File: config.mk
export PLATFORM = sky130hd
export DESIGN_NAME = smfp_top
export DESIGN_NICKNAME = d
export VERILOG_FILES = /design/src/rtl/smfp_pkg.sv /design/src/rtl/smfp_vlq.sv /design/src/rtl/smfp_chan.sv /design/src/rtl/smfp_top.sv
export VERILOG_INCLUDE_DIRS = /design/src /design/src/rtl
export SDC_FILE = /design/constraint.sdc
export NUM_CORES = 2
export LEC_CHECK = 0
export ABC_AREA = 1
export CORE_MARGIN = 3
export CORE_UTILIZATION = 25
export CTS_CLUSTER_SIZE = 30
export DETAILED_ROUTE_END_ITERATION = 6
export DONT_BUFFER_PORTS = 1
export PLACE_DENSITY_LB_ADDON = 0.08
export SKIP_CTS_REPAIR_TIMING = 1
export SLEW_MARGIN = 0
export SYNTH_ARGS = -nofsm -noshare
export SYNTH_HDL_FRONTEND = slang
export SYNTH_SLANG_ARGS = --single-unit
export TNS_END_PERCENT = 10
File: constraint.sdc
create_clock -name pclk -period 4.33 [get_ports pclk]
set_clock_uncertainty 0.1 [all_clocks]
set_input_delay 0.6495 -clock pclk [delete_from_list [all_inputs] [get_ports pclk]]
set_output_delay 0.6495 -clock pclk [all_outputs]
set_load 0.005 [all_outputs]
File: src/rtl/smfp_defs.svh
// constants of the standard midi file interpreter
`ifndef SMFP_DEFS_SVH
`define SMFP_DEFS_SVH
// ----------------------------------------
// register byte addresses
// ----------------------------------------
`define SMFP_A_CTRL 8'h00
`define SMFP_A_STATUS 8'h04
`define SMFP_A_DATA 8'h08
`define SMFP_A_IRQ_STAT 8'h0C
`define SMFP_A_IRQ_MASK 8'h10
`define SMFP_A_CH_SEL 8'h14
`define SMFP_A_CH_INFO 8'h18
`define SMFP_A_CH_BEND 8'h1C
`define SMFP_A_CH_EFF 8'h20
`define SMFP_A_TIMEBASE 8'h24
`define SMFP_A_GLOBAL 8'h28
`define SMFP_CTRL_PLAY 0
`define SMFP_CTRL_RESTART 1
`define SMFP_IRQ_ERR 0
`define SMFP_IRQ_DONE 1
`define SMFP_IRQ_GMON 2
`define SMFP_IRQ_W 3
// ----------------------------------------
// file structure checks
// ----------------------------------------
`define SMFP_TAG_HDR 32'h4D546864
`define SMFP_TAG_TRK 32'h4D54726B
`define SMFP_HDR_LEN 32'h00000006
`define SMFP_FMT 16'h0000
`define SMFP_NTRK 16'h0001
`define SMFP_TB_MIN 16'h0001
`define SMFP_TB_MAX 16'hFFFF
`define SMFP_CNT_W4 3'h3
`define SMFP_CNT_W2 3'h1
`define SMFP_VLQ_LAST 3'h4
`define SMFP_SYX_DEPTH 3'h7
`define SMFP_ERR_HID 4'h1
`define SMFP_ERR_HLEN 4'h2
`define SMFP_ERR_FMT 4'h3
`define SMFP_ERR_NTRK 4'h4
`define SMFP_ERR_TB 4'h5
`define SMFP_ERR_TID 4'h6
`define SMFP_ERR_VLQ 4'h7
// ----------------------------------------
// message codes
// ----------------------------------------
`define SMFP_MSG_NOTE_ON 4'h9
`define SMFP_MSG_CC 4'hB
`define SMFP_MSG_PROG 4'hC
`define SMFP_MSG_PRESS 4'hD
`define SMFP_MSG_BEND 4'hE
`define SMFP_STAT_SYX 8'hF0
`define SMFP_STAT_ESC 8'hF7
`define SMFP_STAT_META 8'hFF
`define SMFP_META_EOT 8'h2F
`define SMFP_CC_BANK 8'h00
`define SMFP_CC_VOL 8'h07
`define SMFP_CC_PAN 8'h0A
`define SMFP_CC_EXPR 8'h0B
`define SMFP_CC_RAC 8'h79
`define SMFP_X_UNIV 8'h7E
`define SMFP_X_GM 8'h09
`define SMFP_X_GM_ON 8'h01
`define SMFP_X_VEND0 8'h5D
`define SMFP_X_VEND1 8'h0E
`define SMFP_X_VEND2 8'h08
`define SMFP_X_TOUCH 8'h13
`define SMFP_X_EFF 8'h18
`define SMFP_X_PILE 8'h7C
// ----------------------------------------
// default values
// ----------------------------------------
`define SMFP_BANK_MEL 8'h79
`define SMFP_BANK_DRUM 8'h78
`define SMFP_BANK_ORIG 8'h77
`define SMFP_DRUM_CH 4'h9
`define SMFP_VOL 7'h64
`define SMFP_PAN 7'h40
`define SMFP_EXPR 7'h7F
`define SMFP_PROG 7'h00
`define SMFP_BEND_MSB 7'h40
`define SMFP_BEND_LSB 7'h00
`define SMFP_TOUCH 8'h00
`define SMFP_PILE 8'h01
`define SMFP_TONE_DRUM 14'h0080
`define SMFP_TONE_ORIG 14'h0088
`define SMFP_TONE_END 14'h0097
`endif

File: src/rtl/smfp_pkg.sv
// types shared by the midi file interpreter
package smfp_pkg;
  typedef enum logic [3:0] {
    ACT_BANK, ACT_VOL, ACT_PAN, ACT_EXPR, ACT_PROG, ACT_BEND, ACT_RAC, ACT_GMON, ACT_EFF
  } smfp_act_kind_type;
  typedef struct packed {
    logic valid;
    smfp_act_kind_type kind;
    logic [3:0] ch;
    logic [15:0] val;
  } smfp_action_type;
  typedef struct packed {
    logic [7:0] bank;
    logic [6:0] vol;
    logic [6:0] pan;
    logic [6:0] expr;
    logic [6:0] prog;
    logic [13:0] bend;
    logic [7:0] eff_bank;
    logic [6:0] eff_prog;
  } smfp_chan_type;
  typedef enum logic [3:0] {
    S_HID, S_HLEN, S_FMT, S_NTRK, S_DIV, S_TID, S_TLEN, S_DELTA,
    S_STAT, S_DATA, S_META_T, S_LEN, S_SYX, S_DONE, S_ERR
  } smfp_state_type;
endpackage

File: src/rtl/smfp_vlq.sv
// variable-length quantity decoder
`timescale 1ns/10ps
`include "smfp_defs.svh"
module smfp_vlq (
  input wire logic pclk,
  input wire logic presetn,
  input wire logic clr,
  input wire logic feed,
  input wire logic [7:0] din,
  output logic done,
  output logic ovf,
  output logic [27:0] value
);
  import smfp_pkg::*;
  logic [2:0] cnt_r;
  logic [27:0] acc_r;
  // only the low 28 bits are kept; a fifth byte shifts the top bits out
  assign value = {acc_r[20:0], din[6:0]};
  assign done = feed && !din[7];
  assign ovf = feed && din[7] && (cnt_r == `SMFP_VLQ_LAST);
  always_ff @(posedge pclk or negedge presetn) begin
    if (!presetn) begin
      cnt_r <= '0;
      acc_r <= '0;
    end else if (clr || done || ovf) begin
      cnt_r <= '0;
      acc_r <= '0;
    end else if (feed) begin
      cnt_r <= cnt_r + 3'h1;
      acc_r <= value;
    end
  end
endmodule

File: src/rtl/smfp_chan.sv
// per-channel playback parameter store
`timescale 1ns/10ps
`include "smfp_defs.svh"
module smfp_chan #(
  parameter int NCH = 16
) (
  input wire logic pclk,
  input wire logic presetn,
  input smfp_pkg::smfp_action_type act,
  input wire logic [3:0] rd_ch,
  output smfp_pkg::smfp_chan_type rd
);
  import smfp_pkg::*;
  smfp_chan_type chan_r [NCH];

  function automatic smfp_chan_type chan_default(input logic [3:0] idx);
    smfp_chan_type c;
    c.bank = (idx == `SMFP_DRUM_CH) ? `SMFP_BANK_DRUM : `SMFP_BANK_MEL;
    c.vol = `SMFP_VOL;
    c.pan = `SMFP_PAN;
    c.expr = `SMFP_EXPR;
    c.prog = `SMFP_PROG;
    c.bend = {`SMFP_BEND_MSB, `SMFP_BEND_LSB};
    c.eff_bank = c.bank;
    c.eff_prog = `SMFP_PROG;
    return c;
  endfunction

  for (genvar i = 0; i < NCH; i++) begin : g_ch
    always_ff @(posedge pclk or negedge presetn) begin
      if (!presetn) begin
        chan_r[i] <= chan_default(4'(i));
      end else if (act.valid && act.kind == ACT_GMON) begin
        // effect assignment survives the system-on message
        chan_r[i] <= chan_default(4'(i));
        chan_r[i].eff_bank <= chan_r[i].eff_bank;
        chan_r[i].eff_prog <= chan_r[i].eff_prog;
      end else if (act.valid && act.ch == 4'(i)) begin
        unique case (act.kind)
          ACT_BANK: chan_r[i].bank <= act.val[7:0];
          ACT_VOL: chan_r[i].vol <= act.val[6:0];
          ACT_PAN: chan_r[i].pan <= act.val[6:0];
          ACT_EXPR: chan_r[i].expr <= act.val[6:0];
          ACT_PROG: chan_r[i].prog <= act.val[6:0];
          ACT_BEND: chan_r[i].bend <= act.val[13:0];
          ACT_RAC: begin
            // bank, volume, pan and program stay as they are
            chan_r[i].expr <= `SMFP_EXPR;
            chan_r[i].bend <= {`SMFP_BEND_MSB, `SMFP_BEND_LSB};
          end
          ACT_EFF: begin
            chan_r[i].eff_bank <= act.val[15:8];
            chan_r[i].eff_prog <= act.val[6:0];
          end
          ACT_GMON: ;
        endcase
      end
    end
  end

  assign rd = chan_r[rd_ch];
endmodule

File: src/rtl/smfp_top.sv
// standard midi file interpreter front end with apb registers
`timescale 1ns/10ps
`include "smfp_defs.svh"
module smfp_top (
  input wire logic pclk,
  input wire logic presetn,
  input wire logic psel,
  input wire logic penable,
  input wire logic pwrite,
  input wire logic [7:0] paddr,
  input wire logic [31:0] pwdata,
  output logic [31:0] prdata,
  output logic pready,
  output logic pslverr,
  output logic irq,
  output logic sg_mute,
  output logic err_flag,
  output logic note_on,
  output logic [3:0] note_ch,
  output logic [6:0] note_key,
  output logic [6:0] note_vel
);
  import smfp_pkg::*;

  // ----------------------------------------
  // declarations
  // ----------------------------------------
  smfp_state_type st_r;
  smfp_state_type st_d_r;
  smfp_action_type act_r;
  smfp_action_type act_c;
  smfp_action_type syx_act_c;
  smfp_chan_type ch_rd;
  logic [2:0] cnt_r;
  logic [31:0] word_r;
  logic [31:0] wnext;
  logic [7:0] run_r;
  logic [7:0] d1_r;
  logic [27:0] len_r;
  logic eot_r;
  logic is_syx_r;
  logic syx_eval_r;
  logic [7:0] syx_r [7];
  logic [2:0] syx_cnt_r;
  logic [3:0] err_code_r;
  logic [15:0] tb_r;
  logic [7:0] touch_r;
  logic [7:0] pile_r;
  logic play_r;
  logic [3:0] ch_sel_r;
  logic [`SMFP_IRQ_W-1:0] stat_r;
  logic [`SMFP_IRQ_W-1:0] stat_nxt;
  logic [`SMFP_IRQ_W-1:0] mask_r;
  logic [`SMFP_IRQ_W-1:0] ev;
  logic [31:0] rd_c;
  logic acc;
  logic wr_en;
  logic restart;
  logic byte_v;
  logic [7:0] din;
  logic data_phase;
  logic one_w;
  logic msg_last;
  logic [7:0] m_d1;
  logic vlq_feed;
  logic vlq_done;
  logic vlq_ovf;
  logic [27:0] vlq_val;
  logic [13:0] tone;

  function automatic logic is_one(input logic [7:0] s);
    return (s[7:4] == `SMFP_MSG_PROG) || (s[7:4] == `SMFP_MSG_PRESS);
  endfunction

  function automatic logic addr_ok(input logic [7:0] a);
    case (a)
      `SMFP_A_CTRL, `SMFP_A_STATUS, `SMFP_A_DATA, `SMFP_A_IRQ_STAT, `SMFP_A_IRQ_MASK,
      `SMFP_A_CH_SEL, `SMFP_A_CH_INFO, `SMFP_A_CH_BEND, `SMFP_A_CH_EFF,
      `SMFP_A_TIMEBASE, `SMFP_A_GLOBAL: return 1'b1;
      default: return 1'b0;
    endcase
  endfunction

  // ----------------------------------------
  // apb slave
  // ----------------------------------------
  // one wait state so that read data and pready both leave flip-flops
  assign acc = psel && penable && pready;
  assign wr_en = acc && pwrite && !pslverr;
  assign restart = wr_en && (paddr == `SMFP_A_CTRL) && pwdata[`SMFP_CTRL_RESTART];

  always_comb begin
    rd_c = '0;
    case (paddr)
      `SMFP_A_CTRL: rd_c = 32'(play_r);
      `SMFP_A_STATUS: rd_c = 32'({err_code_r, 2'b00, st_r == S_DONE, st_r == S_ERR});
      `SMFP_A_IRQ_STAT: rd_c = 32'(stat_r);
      `SMFP_A_IRQ_MASK: rd_c = 32'(mask_r);
      `SMFP_A_CH_SEL: rd_c = 32'(ch_sel_r);
      `SMFP_A_CH_INFO: rd_c = {1'b0, ch_rd.prog, 1'b0, ch_rd.pan, 1'b0, ch_rd.vol, ch_rd.bank};
      `SMFP_A_CH_BEND: rd_c = 32'({ch_rd.expr, 2'b00, ch_rd.bend});
      `SMFP_A_CH_EFF: rd_c = 32'({ch_rd.eff_prog, ch_rd.eff_bank});
      `SMFP_A_TIMEBASE: rd_c = 32'(tb_r);
      `SMFP_A_GLOBAL: rd_c = 32'({pile_r, touch_r});
      default: rd_c = '0;
    endcase
  end

  always_ff @(posedge pclk or negedge presetn) begin
    if (!presetn) begin
      pready <= 1'b0;
      pslverr <= 1'b0;
      prdata <= '0;
    end else begin
      pready <= psel && penable && !pready;
      pslverr <= psel && penable && !pready && !addr_ok(paddr);
      prdata <= (psel && penable && !pready && !pwrite) ? rd_c : '0;
    end
  end

  always_ff @(posedge pclk or negedge presetn) begin
    if (!presetn) begin
      play_r <= 1'b0;
      ch_sel_r <= '0;
      mask_r <= '0;
    end else if (wr_en) begin
      if (paddr == `SMFP_A_CTRL) begin
        play_r <= pwdata[`SMFP_CTRL_PLAY];
      end
      if (paddr == `SMFP_A_CH_SEL) begin
        ch_sel_r <= pwdata[3:0];
      end
      if (paddr == `SMFP_A_IRQ_MASK) begin
        mask_r <= pwdata[`SMFP_IRQ_W-1:0];
      end
    end
  end

  // ----------------------------------------
  // interrupts
  // ----------------------------------------
  always_comb begin
    ev = '0;
    ev[`SMFP_IRQ_ERR] = (st_r == S_ERR) && (st_d_r != S_ERR);
    ev[`SMFP_IRQ_DONE] = (st_r == S_DONE) && (st_d_r != S_DONE);
    ev[`SMFP_IRQ_GMON] = act_r.valid && (act_r.kind == ACT_GMON);
    stat_nxt = stat_r;
    if (wr_en && paddr == `SMFP_A_IRQ_STAT) begin
      stat_nxt = stat_r & ~pwdata[`SMFP_IRQ_W-1:0];
    end
    // a new event wins over a clear in the same cycle
    stat_nxt = stat_nxt | ev;
  end

  always_ff @(posedge pclk or negedge presetn) begin
    if (!presetn) begin
      stat_r <= '0;
      irq <= 1'b0;
      st_d_r <= S_HID;
      sg_mute <= 1'b0;
      err_flag <= 1'b0;
    end else begin
      stat_r <= stat_nxt;
      irq <= |(stat_nxt & mask_r);
      st_d_r <= st_r;
      sg_mute <= (st_r == S_ERR) && !restart;
      err_flag <= (st_r == S_ERR) && !restart;
    end
  end

  // ----------------------------------------
  // message decode
  // ----------------------------------------
  // intake stops after an error or after the end of the track
  assign din = pwdata[7:0];
  assign byte_v = wr_en && (paddr == `SMFP_A_DATA) && (st_r != S_ERR) && (st_r != S_DONE);
  assign wnext = {word_r[23:0], din};
  assign one_w = is_one(run_r);
  assign data_phase = (st_r == S_DATA) || ((st_r == S_STAT) && !din[7] && run_r[7]);
  assign msg_last = byte_v && data_phase && (one_w || cnt_r != '0);
  assign m_d1 = (cnt_r == '0) ? din : d1_r;
  assign vlq_feed = byte_v && ((st_r == S_DELTA) || (st_r == S_LEN));
  assign tone = {syx_r[6][6:0], syx_r[5][6:0]};

  smfp_vlq u_vlq (
    .pclk(pclk),
    .presetn(presetn),
    .clr(restart),
    .feed(vlq_feed),
    .din(din),
    .done(vlq_done),
    .ovf(vlq_ovf),
    .value(vlq_val)
  );

  always_comb begin
    act_c = '0;
    act_c.ch = run_r[3:0];
    act_c.val = 16'({din[6:0], m_d1[6:0]});
    case (run_r[7:4])
      `SMFP_MSG_CC: begin
        act_c.val = 16'(din);
        case (m_d1)
          `SMFP_CC_BANK: begin
            act_c.kind = ACT_BANK;
            act_c.valid = !play_r;
          end
          `SMFP_CC_VOL: begin
            act_c.kind = ACT_VOL;
            act_c.valid = 1'b1;
          end
          `SMFP_CC_PAN: begin
            act_c.kind = ACT_PAN;
            act_c.valid = 1'b1;
          end
          `SMFP_CC_EXPR: begin
            act_c.kind = ACT_EXPR;
            act_c.valid = 1'b1;
          end
          `SMFP_CC_RAC: begin
            act_c.kind = ACT_RAC;
            act_c.valid = 1'b1;
          end
          default: ;
        endcase
      end
      `SMFP_MSG_PROG: begin
        act_c.kind = ACT_PROG;
        act_c.valid = !play_r;
      end
      `SMFP_MSG_BEND: begin
        act_c.kind = ACT_BEND;
        act_c.valid = 1'b1;
      end
      default: ;
    endcase
  end

  // exclusive data is judged once its last byte is taken; only the first seven bytes are stored
  always_comb begin
    syx_act_c = '0;
    syx_act_c.ch = syx_r[4][3:0];
    syx_act_c.val[6:0] = (tone < `SMFP_TONE_DRUM) ? tone[6:0] : 7'(tone - `SMFP_TONE_DRUM);
    syx_act_c.val[15:8] = (tone < `SMFP_TONE_DRUM) ? `SMFP_BANK_MEL :
                          (tone < `SMFP_TONE_ORIG) ? `SMFP_BANK_DRUM : `SMFP_BANK_ORIG;
    if (syx_r[0] == `SMFP_X_UNIV && syx_r[2] == `SMFP_X_GM && syx_r[3] == `SMFP_X_GM_ON) begin
      syx_act_c.kind = ACT_GMON;
      syx_act_c.valid = 1'b1;
    end else if (syx_r[0] == `SMFP_X_VEND0 && syx_r[1] == `SMFP_X_VEND1 &&
                 syx_r[2] == `SMFP_X_VEND2 && syx_r[3] == `SMFP_X_EFF) begin
      syx_act_c.kind = ACT_EFF;
      syx_act_c.valid = !play_r && (tone < `SMFP_TONE_END);
    end
  end

  smfp_chan #(
    .NCH(16)
  ) u_chan (
    .pclk(pclk),
    .presetn(presetn),
    .act(act_r),
    .rd_ch(ch_sel_r),
    .rd(ch_rd)
  );

  // ----------------------------------------
  // file parser
  // ----------------------------------------
  always_ff @(posedge pclk or negedge presetn) begin
    if (!presetn) begin
      st_r <= S_HID;
      cnt_r <= '0;
      word_r <= '0;
      run_r <= '0;
      d1_r <= '0;
      len_r <= '0;
      eot_r <= 1'b0;
      is_syx_r <= 1'b0;
      syx_eval_r <= 1'b0;
      syx_cnt_r <= '0;
      syx_r <= '{default: '0};
      err_code_r <= '0;
      tb_r <= '0;
      touch_r <= `SMFP_TOUCH;
      pile_r <= `SMFP_PILE;
      act_r <= '0;
      note_on <= 1'b0;
      note_ch <= '0;
      note_key <= '0;
      note_vel <= '0;
    end else begin
      syx_eval_r <= 1'b0;
      note_on <= 1'b0;
      act_r <= msg_last ? act_c : (syx_eval_r ? syx_act_c : '0);
      if (syx_eval_r && !play_r && syx_r[0] == `SMFP_X_VEND0 && syx_r[1] == `SMFP_X_VEND1 &&
          syx_r[2] == `SMFP_X_VEND2) begin
        if (syx_r[3] == `SMFP_X_TOUCH) begin
          touch_r <= syx_r[4];
        end
        if (syx_r[3] == `SMFP_X_PILE) begin
          pile_r <= syx_r[4];
        end
      end
      // no range filter on the key: out-of-range notes still sound
      if (msg_last && run_r[7:4] == `SMFP_MSG_NOTE_ON) begin
        note_on <= 1'b1;
        note_ch <= run_r[3:0];
        note_key <= m_d1[6:0];
        note_vel <= din[6:0];
      end
      if (restart) begin
        st_r <= S_HID;
        cnt_r <= '0;
        run_r <= '0;
        err_code_r <= '0;
      end else if (byte_v) begin
        word_r <= wnext;
        cnt_r <= cnt_r + 3'h1;
        unique case (st_r)
          S_HID, S_HLEN, S_TID: begin
            if (cnt_r == `SMFP_CNT_W4) begin
              cnt_r <= '0;
              if (st_r == S_HID && wnext != `SMFP_TAG_HDR) begin
                st_r <= S_ERR;
                err_code_r <= `SMFP_ERR_HID;
              end else if (st_r == S_HLEN && wnext != `SMFP_HDR_LEN) begin
                st_r <= S_ERR;
                err_code_r <= `SMFP_ERR_HLEN;
              end else if (st_r == S_TID && wnext != `SMFP_TAG_TRK) begin
                st_r <= S_ERR;
                err_code_r <= `SMFP_ERR_TID;
              end else begin
                st_r <= (st_r == S_HID) ? S_HLEN : ((st_r == S_HLEN) ? S_FMT : S_TLEN);
              end
            end
          end
          S_FMT, S_NTRK, S_DIV: begin
            if (cnt_r == `SMFP_CNT_W2) begin
              cnt_r <= '0;
              if (st_r == S_FMT && wnext[15:0] != `SMFP_FMT) begin
                st_r <= S_ERR;
                err_code_r <= `SMFP_ERR_FMT;
              end else if (st_r == S_NTRK && wnext[15:0] != `SMFP_NTRK) begin
                st_r <= S_ERR;
                err_code_r <= `SMFP_ERR_NTRK;
              end else if (st_r == S_DIV &&
                           (wnext[15:0] < `SMFP_TB_MIN || wnext[15:0] > `SMFP_TB_MAX)) begin
                st_r <= S_ERR;
                err_code_r <= `SMFP_ERR_TB;
              end else begin
                if (st_r == S_DIV) begin
                  tb_r <= wnext[15:0];
                end
                st_r <= (st_r == S_FMT) ? S_NTRK : ((st_r == S_NTRK) ? S_DIV : S_TID);
              end
            end
          end
          S_TLEN: begin
            if (cnt_r == `SMFP_CNT_W4) begin
              st_r <= S_DELTA;
            end
          end
          S_DELTA, S_LEN: begin
            cnt_r <= '0;
            if (vlq_ovf) begin
              st_r <= S_ERR;
              err_code_r <= `SMFP_ERR_VLQ;
            end else if (vlq_done && st_r == S_DELTA) begin
              st_r <= S_STAT;
            end else if (vlq_done) begin
              len_r <= vlq_val;
              st_r <= (vlq_val != '0) ? S_SYX : (eot_r ? S_DONE : S_DELTA);
            end
          end
          S_STAT, S_DATA: begin
            cnt_r <= '0;
            if (msg_last) begin
              st_r <= S_DELTA;
            end else if (data_phase) begin
              d1_r <= din;
              cnt_r <= 3'h1;
              st_r <= S_DATA;
            end else if (din == `SMFP_STAT_SYX || din == `SMFP_STAT_ESC) begin
              is_syx_r <= (din == `SMFP_STAT_SYX);
              eot_r <= 1'b0;
              syx_cnt_r <= '0;
              // a short message must not be judged on bytes of the one before it
              syx_r <= '{default: '0};
              st_r <= S_LEN;
            end else if (din == `SMFP_STAT_META) begin
              st_r <= S_META_T;
            end else if (din[7] && din < `SMFP_STAT_SYX) begin
              run_r <= din;
              st_r <= S_DATA;
            end else begin
              st_r <= S_DELTA;
            end
          end
          S_META_T: begin
            is_syx_r <= 1'b0;
            eot_r <= (din == `SMFP_META_EOT);
            st_r <= S_LEN;
          end
          S_SYX: begin
            if (is_syx_r && syx_cnt_r != `SMFP_SYX_DEPTH) begin
              syx_r[syx_cnt_r] <= din;
              syx_cnt_r <= syx_cnt_r + 3'h1;
            end
            len_r <= len_r - 28'h1;
            if (len_r == 28'h1) begin
              syx_eval_r <= is_syx_r;
              st_r <= eot_r ? S_DONE : S_DELTA;
            end
          end
          S_DONE, S_ERR: ;
        endcase
      end
    end
  end
endmodule

# Yosys cells after proc, flatten, opt, wreduce, memory -nomap -nowiden
# Index checks and enable logic that the tools add are counted.
dict set report op_classes {
  add_sub_neg 5
  magnitude_cmp 9
  n_eq_ne 101
  mux 160
  bitwise 12
  n_reduce_logical 249
}
# operator count
set op_table {}
lappend op_table {{$mux 65} 34}
lappend op_table {{$pmux 31 s10} 1}
lappend op_table {{$bmux 65 s4} 1}
lappend op_table {{$mux 15} 16}
lappend op_table {{$mux 56} 4}
lappend op_table {{$reduce_and 2->1} 102}
lappend op_table {{$mux 4} 35}
lappend op_table {{$pmux 56 s2} 1}
lappend op_table {{$mux 8} 11}
lappend op_table {{$eq 4x4->1 const B} 21}
lappend op_table {{$mux 28} 3}
lappend op_table {{$ne 32x31->1 const B} 2}
lappend op_table {{$logic_and 1x1->1} 62}
lappend op_table {{$bwmux 56} 1}
lappend op_table {{$eq 8x4->1 const B} 7}
lappend op_table {{$pmux 28 s2} 1}
lappend op_table {{$reduce_bool 2->1} 27}
lappend op_table {{$mux 25} 2}
lappend op_table {{$eq 4x3->1 const B} 12}
lappend op_table {{$eq 8x5->1 const B} 6}
lappend op_table {{$reduce_and 3->1} 16}
lappend op_table {{$lt 14x8->1 const B} 3}
lappend op_table {{$mux 21} 2}
lappend op_table {{$mux 3} 14}
lappend op_table {{67 further kinds} 152}
dict set report word_totals {
  regBits 1332
  inputBits 45
  out_inout_bits 56
  word_cells 705
}

# Longest topological paths before layout
dict set report depth {
  depth_word 15
  ltp_mapped 15
  mapped_depth_nobuf 15
}

# By module
# A second synthesis with hierarchy kept.
dict set report unflattened {
  hier_cells 9263
  area_unflattened_um2 67607.3
}
# mod n_inst cells_each area_per_inst_um2 seq_area_each_um2
set modules_own_cells {}
lappend modules_own_cells {smfp_chan 1 7290 52864.5 26462.9}
lappend modules_own_cells {smfp_top 1 1825 13554.2 6557.5}
lappend modules_own_cells {smfp_vlq 1 148 1188.6 600.6}

# Worst setup path before layout
# No wires, ideal clock.
dict set report synth_timing {
  path_kind {in2reg}
  from {input port paddr[1]}
  to {register act_r[2] (netlist bit)}
  arrival_time_ns 2.041
  required_ns 4.080
  path_slack_ns 2.038
  stages 11
  path_buffers 1
  path_cell_list {nor2_1 nand3_1 nor2_2 nand2_1 nor2_4 nand3_1 nand2_2 inv_2 buf_2 nand2_1 o221ai_1}
}
dict set report synth_between {
  elab_chain_len 7
}
# element line_no
set synth_rtl {}
lappend synth_rtl {{start: declaration} smfp_top.sv:10} ;# input wire logic [7:0] paddr,
lappend synth_rtl {{$eq 8x4->1} -}
lappend synth_rtl {{$logic_and 1x1->1 (3 in series)} smfp_top.sv:176} ;# assign byte_v = wr_en && (paddr == `SMFP_A_DATA) && (st_r != S_ERR) && (st_r != S_DONE);
lappend synth_rtl {{$logic_and 1x1->1 (2 in series)} smfp_top.sv:180} ;# assign msg_last = byte_v && data_phase && (one_w || cnt_r != '0);
lappend synth_rtl {{$mux 25} smfp_top.sv:294} ;# act_r <= msg_last ? act_c : (syx_eval_r ? syx_act_c : '0);
lappend synth_rtl {{end signal: assignment} smfp_top.sv:294}
lappend synth_rtl {{end: declaration} smfp_top.sv:30} ;# smfp_action_type act_r;
# Every way passes these cells.
# A chain may end at the register's enable or synchronous reset.

==> key figures <==
Outcome
  • Status: finished with violations
  • Failing checks: max-slew violations

Final layout
  • Fraction of layout cells with a size suffix above 1: 12.0%
  • Fin util: 29.3%
  • Non-Filler Instances: 10700
  • Layout area overhead: 16.0%
  • Most frequent cells in the layout: nand2_1 (1877), o21ai_0 (1502), dfrtp_1 (955)
  • Final-stage net count: 7459
  • Most common cell after layout, fill and taps aside: nand2_1
  • # fillers: 26300

Power
  • Switching power: 6.29 mW
  • Switching Fraction: 23.2%
  • Comb pwr share: 1.5%
  • Clock network power share: 53.1%
  • Pint: 20.8 mW
  • Leak: 29.1 nW
  • Reg power frac: 45.4%
  • IR drop worst, VDD: 0.300 mV
  • PD cells: 382 mW/mm²

Synth
  • FF+latch count, synth: 1310
  • Top cell type's share of synthesized area: 39.3%
  • Mapped Cells: 7498
  • Sequential area share after synthesis: 54.4%
  • Top post-synthesis cells by area: dfrtp_1 (39%), dfstp_2 (15%), o21ai_0 (12%)
  • Area leader, netlist: dfrtp_1
  • Yosys warning count: 0
  • Cell Area, Synth: 0.0610 mm²
  • Synth unique cells: 47
  • Mean instance size in the synthesized netlist: 8.14 µm²

Timing
  • Setup-failing EPs final: 0
  • Worst setup margin: 0.242 ns
  • Normalized max-slew margin: -11.0%
  • FMAX: 0.245 GHz
  • Final min period: 4.09 ns
  • Worst-margin pin slew: 1.66 ns
  • RSZ-0062 raised after global routing: false
  • Final Slew Violations: 110
  • Number of failing hold endpoints at the final stage: 0
  • Fin crit share: 94.4%
  • Hold Slack: 0.0606 ns
  • Setup_tns: 0 ns

CTS
  • CTS buffer count: 167
  • Clk slew on worst S/H paths: 0.06 ns
  • Max Buffers Root-to-Sink: 3
  • Clk_lat worst skew: 0.83 ns
  • TritonCTS clock tree: built
  • Htree depth: 4
  • Clk sinks: 1310
  • Clk root buf: clkbuf_16

GRT
  • Initial antenna violation count: 8
  • Largest net degree at the start of global routing: 229
  • Global-route wire length before repair: 393000 µm
  • Global route overflow: 0
  • Global Route Usage Sum: 21.3%
  • Vias in the first global route: 52700

Floorplan
  • Initial Utilization: 25.3%
  • Core area: 0.242 mm²
  • Row count: 180
  • Die outline area: 0.250 mm²
  • Die width: 500 µm
  • Die Span Y: 500 µm
  • Ports: 101

Routing
  • Detailed Routing Iterations Pass 1: 6
  • Met3 wire length: 13100 µm
  • WL met1: 130000 µm
  • DR WL met2: 121000 µm
  • Max Used Layer: met4
  • Antenna-violating nets left: 0
  • DR iter-0 viols: 5247
  • WL/cell: 25.3 µm
  • Vias per cell: 5.00
  • Post-Route WL: 271000 µm
  • DR vias: 53700
  • Drc violations: 0

Place
  • PortBufs: 0
  • Dpl cells: 10400
  • Placer Congestion: 0.856
  • DP Worst Slack: 0.00209 ns
  • Final HPWL DP: 173000 µm

Worst setup path
  • Kind of end point of the critical path: async pin
  • CP Data Arrival Time: 4.61 ns
  • Max Fanout on Critical Path: 228
  • Req. time, crit path: 4.85 ns
  • Critical path class: input port to async pin
  • CP startpoint kind: input port

Flow run
  • Number of max-cap violations: 0

Worst hold path
  • Hold WC Path Type: input port to flop
[worst paths after layout]
path / from / end / slack (ns) / depth (start not counted)
max reg2reg: ch_sel_r[0]$_DFFE_PN0P_ / prdata[1]$_DFF_PN0_ / 0.79 / 11
min in group asynchronous: presetn / prdata[24]$_DFF_PN0_ / 0.14 / 1
min reg2reg: u_chan.chan_r[232]$_DFFE_PN1P_ / u_chan.chan_r[232]$_DFFE_PN1P_ / 0.37 / 2
max in group pclk: ch_sel_r[0]$_DFFE_PN0P_ / prdata[1]$_DFF_PN0_ / 0.79 / 11
min: pwdata[2] / eot_r$_DFFE_PN0P_ / 0.06 / 4
max: presetn / u_chan.chan_r[397]$_DFFE_PN0P_ / 0.24 / 5
[cells in the mapped netlist, drive strengths merged]
cell     instances
nor3            66
o2111ai          1
clkinv           5
clkbuf         352
nand2         1887
and2             1
o21ai         1519
xnor2            2
o221ai          40
inv            446
nor2           728
a22o             4
dfstp          351
buf            127
nand3b           4
conb             1
o31ai            9
a221oi           2
xor2            11
a31oi           87
nor4             8
nor3b            2
o22ai          165
nor2b            1
dfrtp          959
o211ai         106
ha              11
nand3          316
or2              3
a32o             1
a211oi           1
a21oi          252
nand4           30
[routing by layer]
metal / track usage [%] / vias up
met2: 33.1 / 1361
met1: 30.9 / 27100
met4: 5.71 / 0
li1: - / 24900
met3: 2.78 / 327
met5: 0 / -
[stage by stage]
stage | power (mW) | instance area [µm²]
floorplan | 12.5 | 61000
global placement | 12.9 | 65000
detailed placement | 12.9 | 65000
CTS | 27.5 | 70600
global route | 28.0 | 70800
finish | 27.1 | 70800
[power groups by stage]
stage | Combinational (mW) | Clock (mW) | Sequential (mW)
after floorplan | 0.0696 | 0 | 12.5
after global placement | 0.422 | 0 | 12.5
after detailed placement | 0.421 | 0 | 12.5
after CTS | 0.421 | 14.8 | 12.3
after global routing | 0.478 | 15.3 | 12.3
final | 0.417 | 14.4 | 12.3
[critical path, cell delays in order]
cell	delay, ns
dlygate4sd3_1	0.85
buf_16	0.40
buf_16	0.47
buf_16	0.63
buf_16	0.56
[area by class of cell]
| class | instances | area (µm²) | share of cell area (%) |
|---|---|---|---|
| Inverter | 451 | 1720 | 2.43 |
| Clock inverter | 52 | 618 | 0.873 |
| Sequential cell | 1310 | 33200 | 46.9 |
| Multi-Input combinational cell | 5259 | 24200 | 34.2 |
| Antenna cell | 7 | 17.5 | 0.0247 |
| Timing Repair Buffer | 214 | 2020 | 2.86 |
| Tap cell | 3185 | 3990 | 5.63 |
| Clock buffer | 258 | 4990 | 7.05 |
[registers in the layout (all words and copies together) (netlist names), 7 cells and up]
register,flops
word_r,24
u_vlq.acc_r,21
note_key,7
d1_r,8
run_r,8
pile_r,8
len_r,28
note_vel,7
u_chan.chan_r,1024
prdata,30
touch_r,8
syx_r,50
act_r,24
tb_r,16
[kinds of logic (layout without fill, tap and decap cells)]
| logic type | count (synthesis) | after routing | share of synthesized area, % |
|---|---|---|---|
| and+or+nand+nor | 3046 | 3046 | 19.9 |
| AOI/OAI and AO/OA | 2187 | 2187 | 19.2 |
| DFF | 1310 | 1310 | 54.4 |
| buffers and inverters | 930 | 975 | 6.03 |
| xor gates and xnor gates | 13 | 13 | 0.187 |
| adders and majority gates | 11 | 11 | 0.225 |
| other | 1 | 9 | 0.00614 |
No activity file was read; power rests on OpenSTA's default activity.
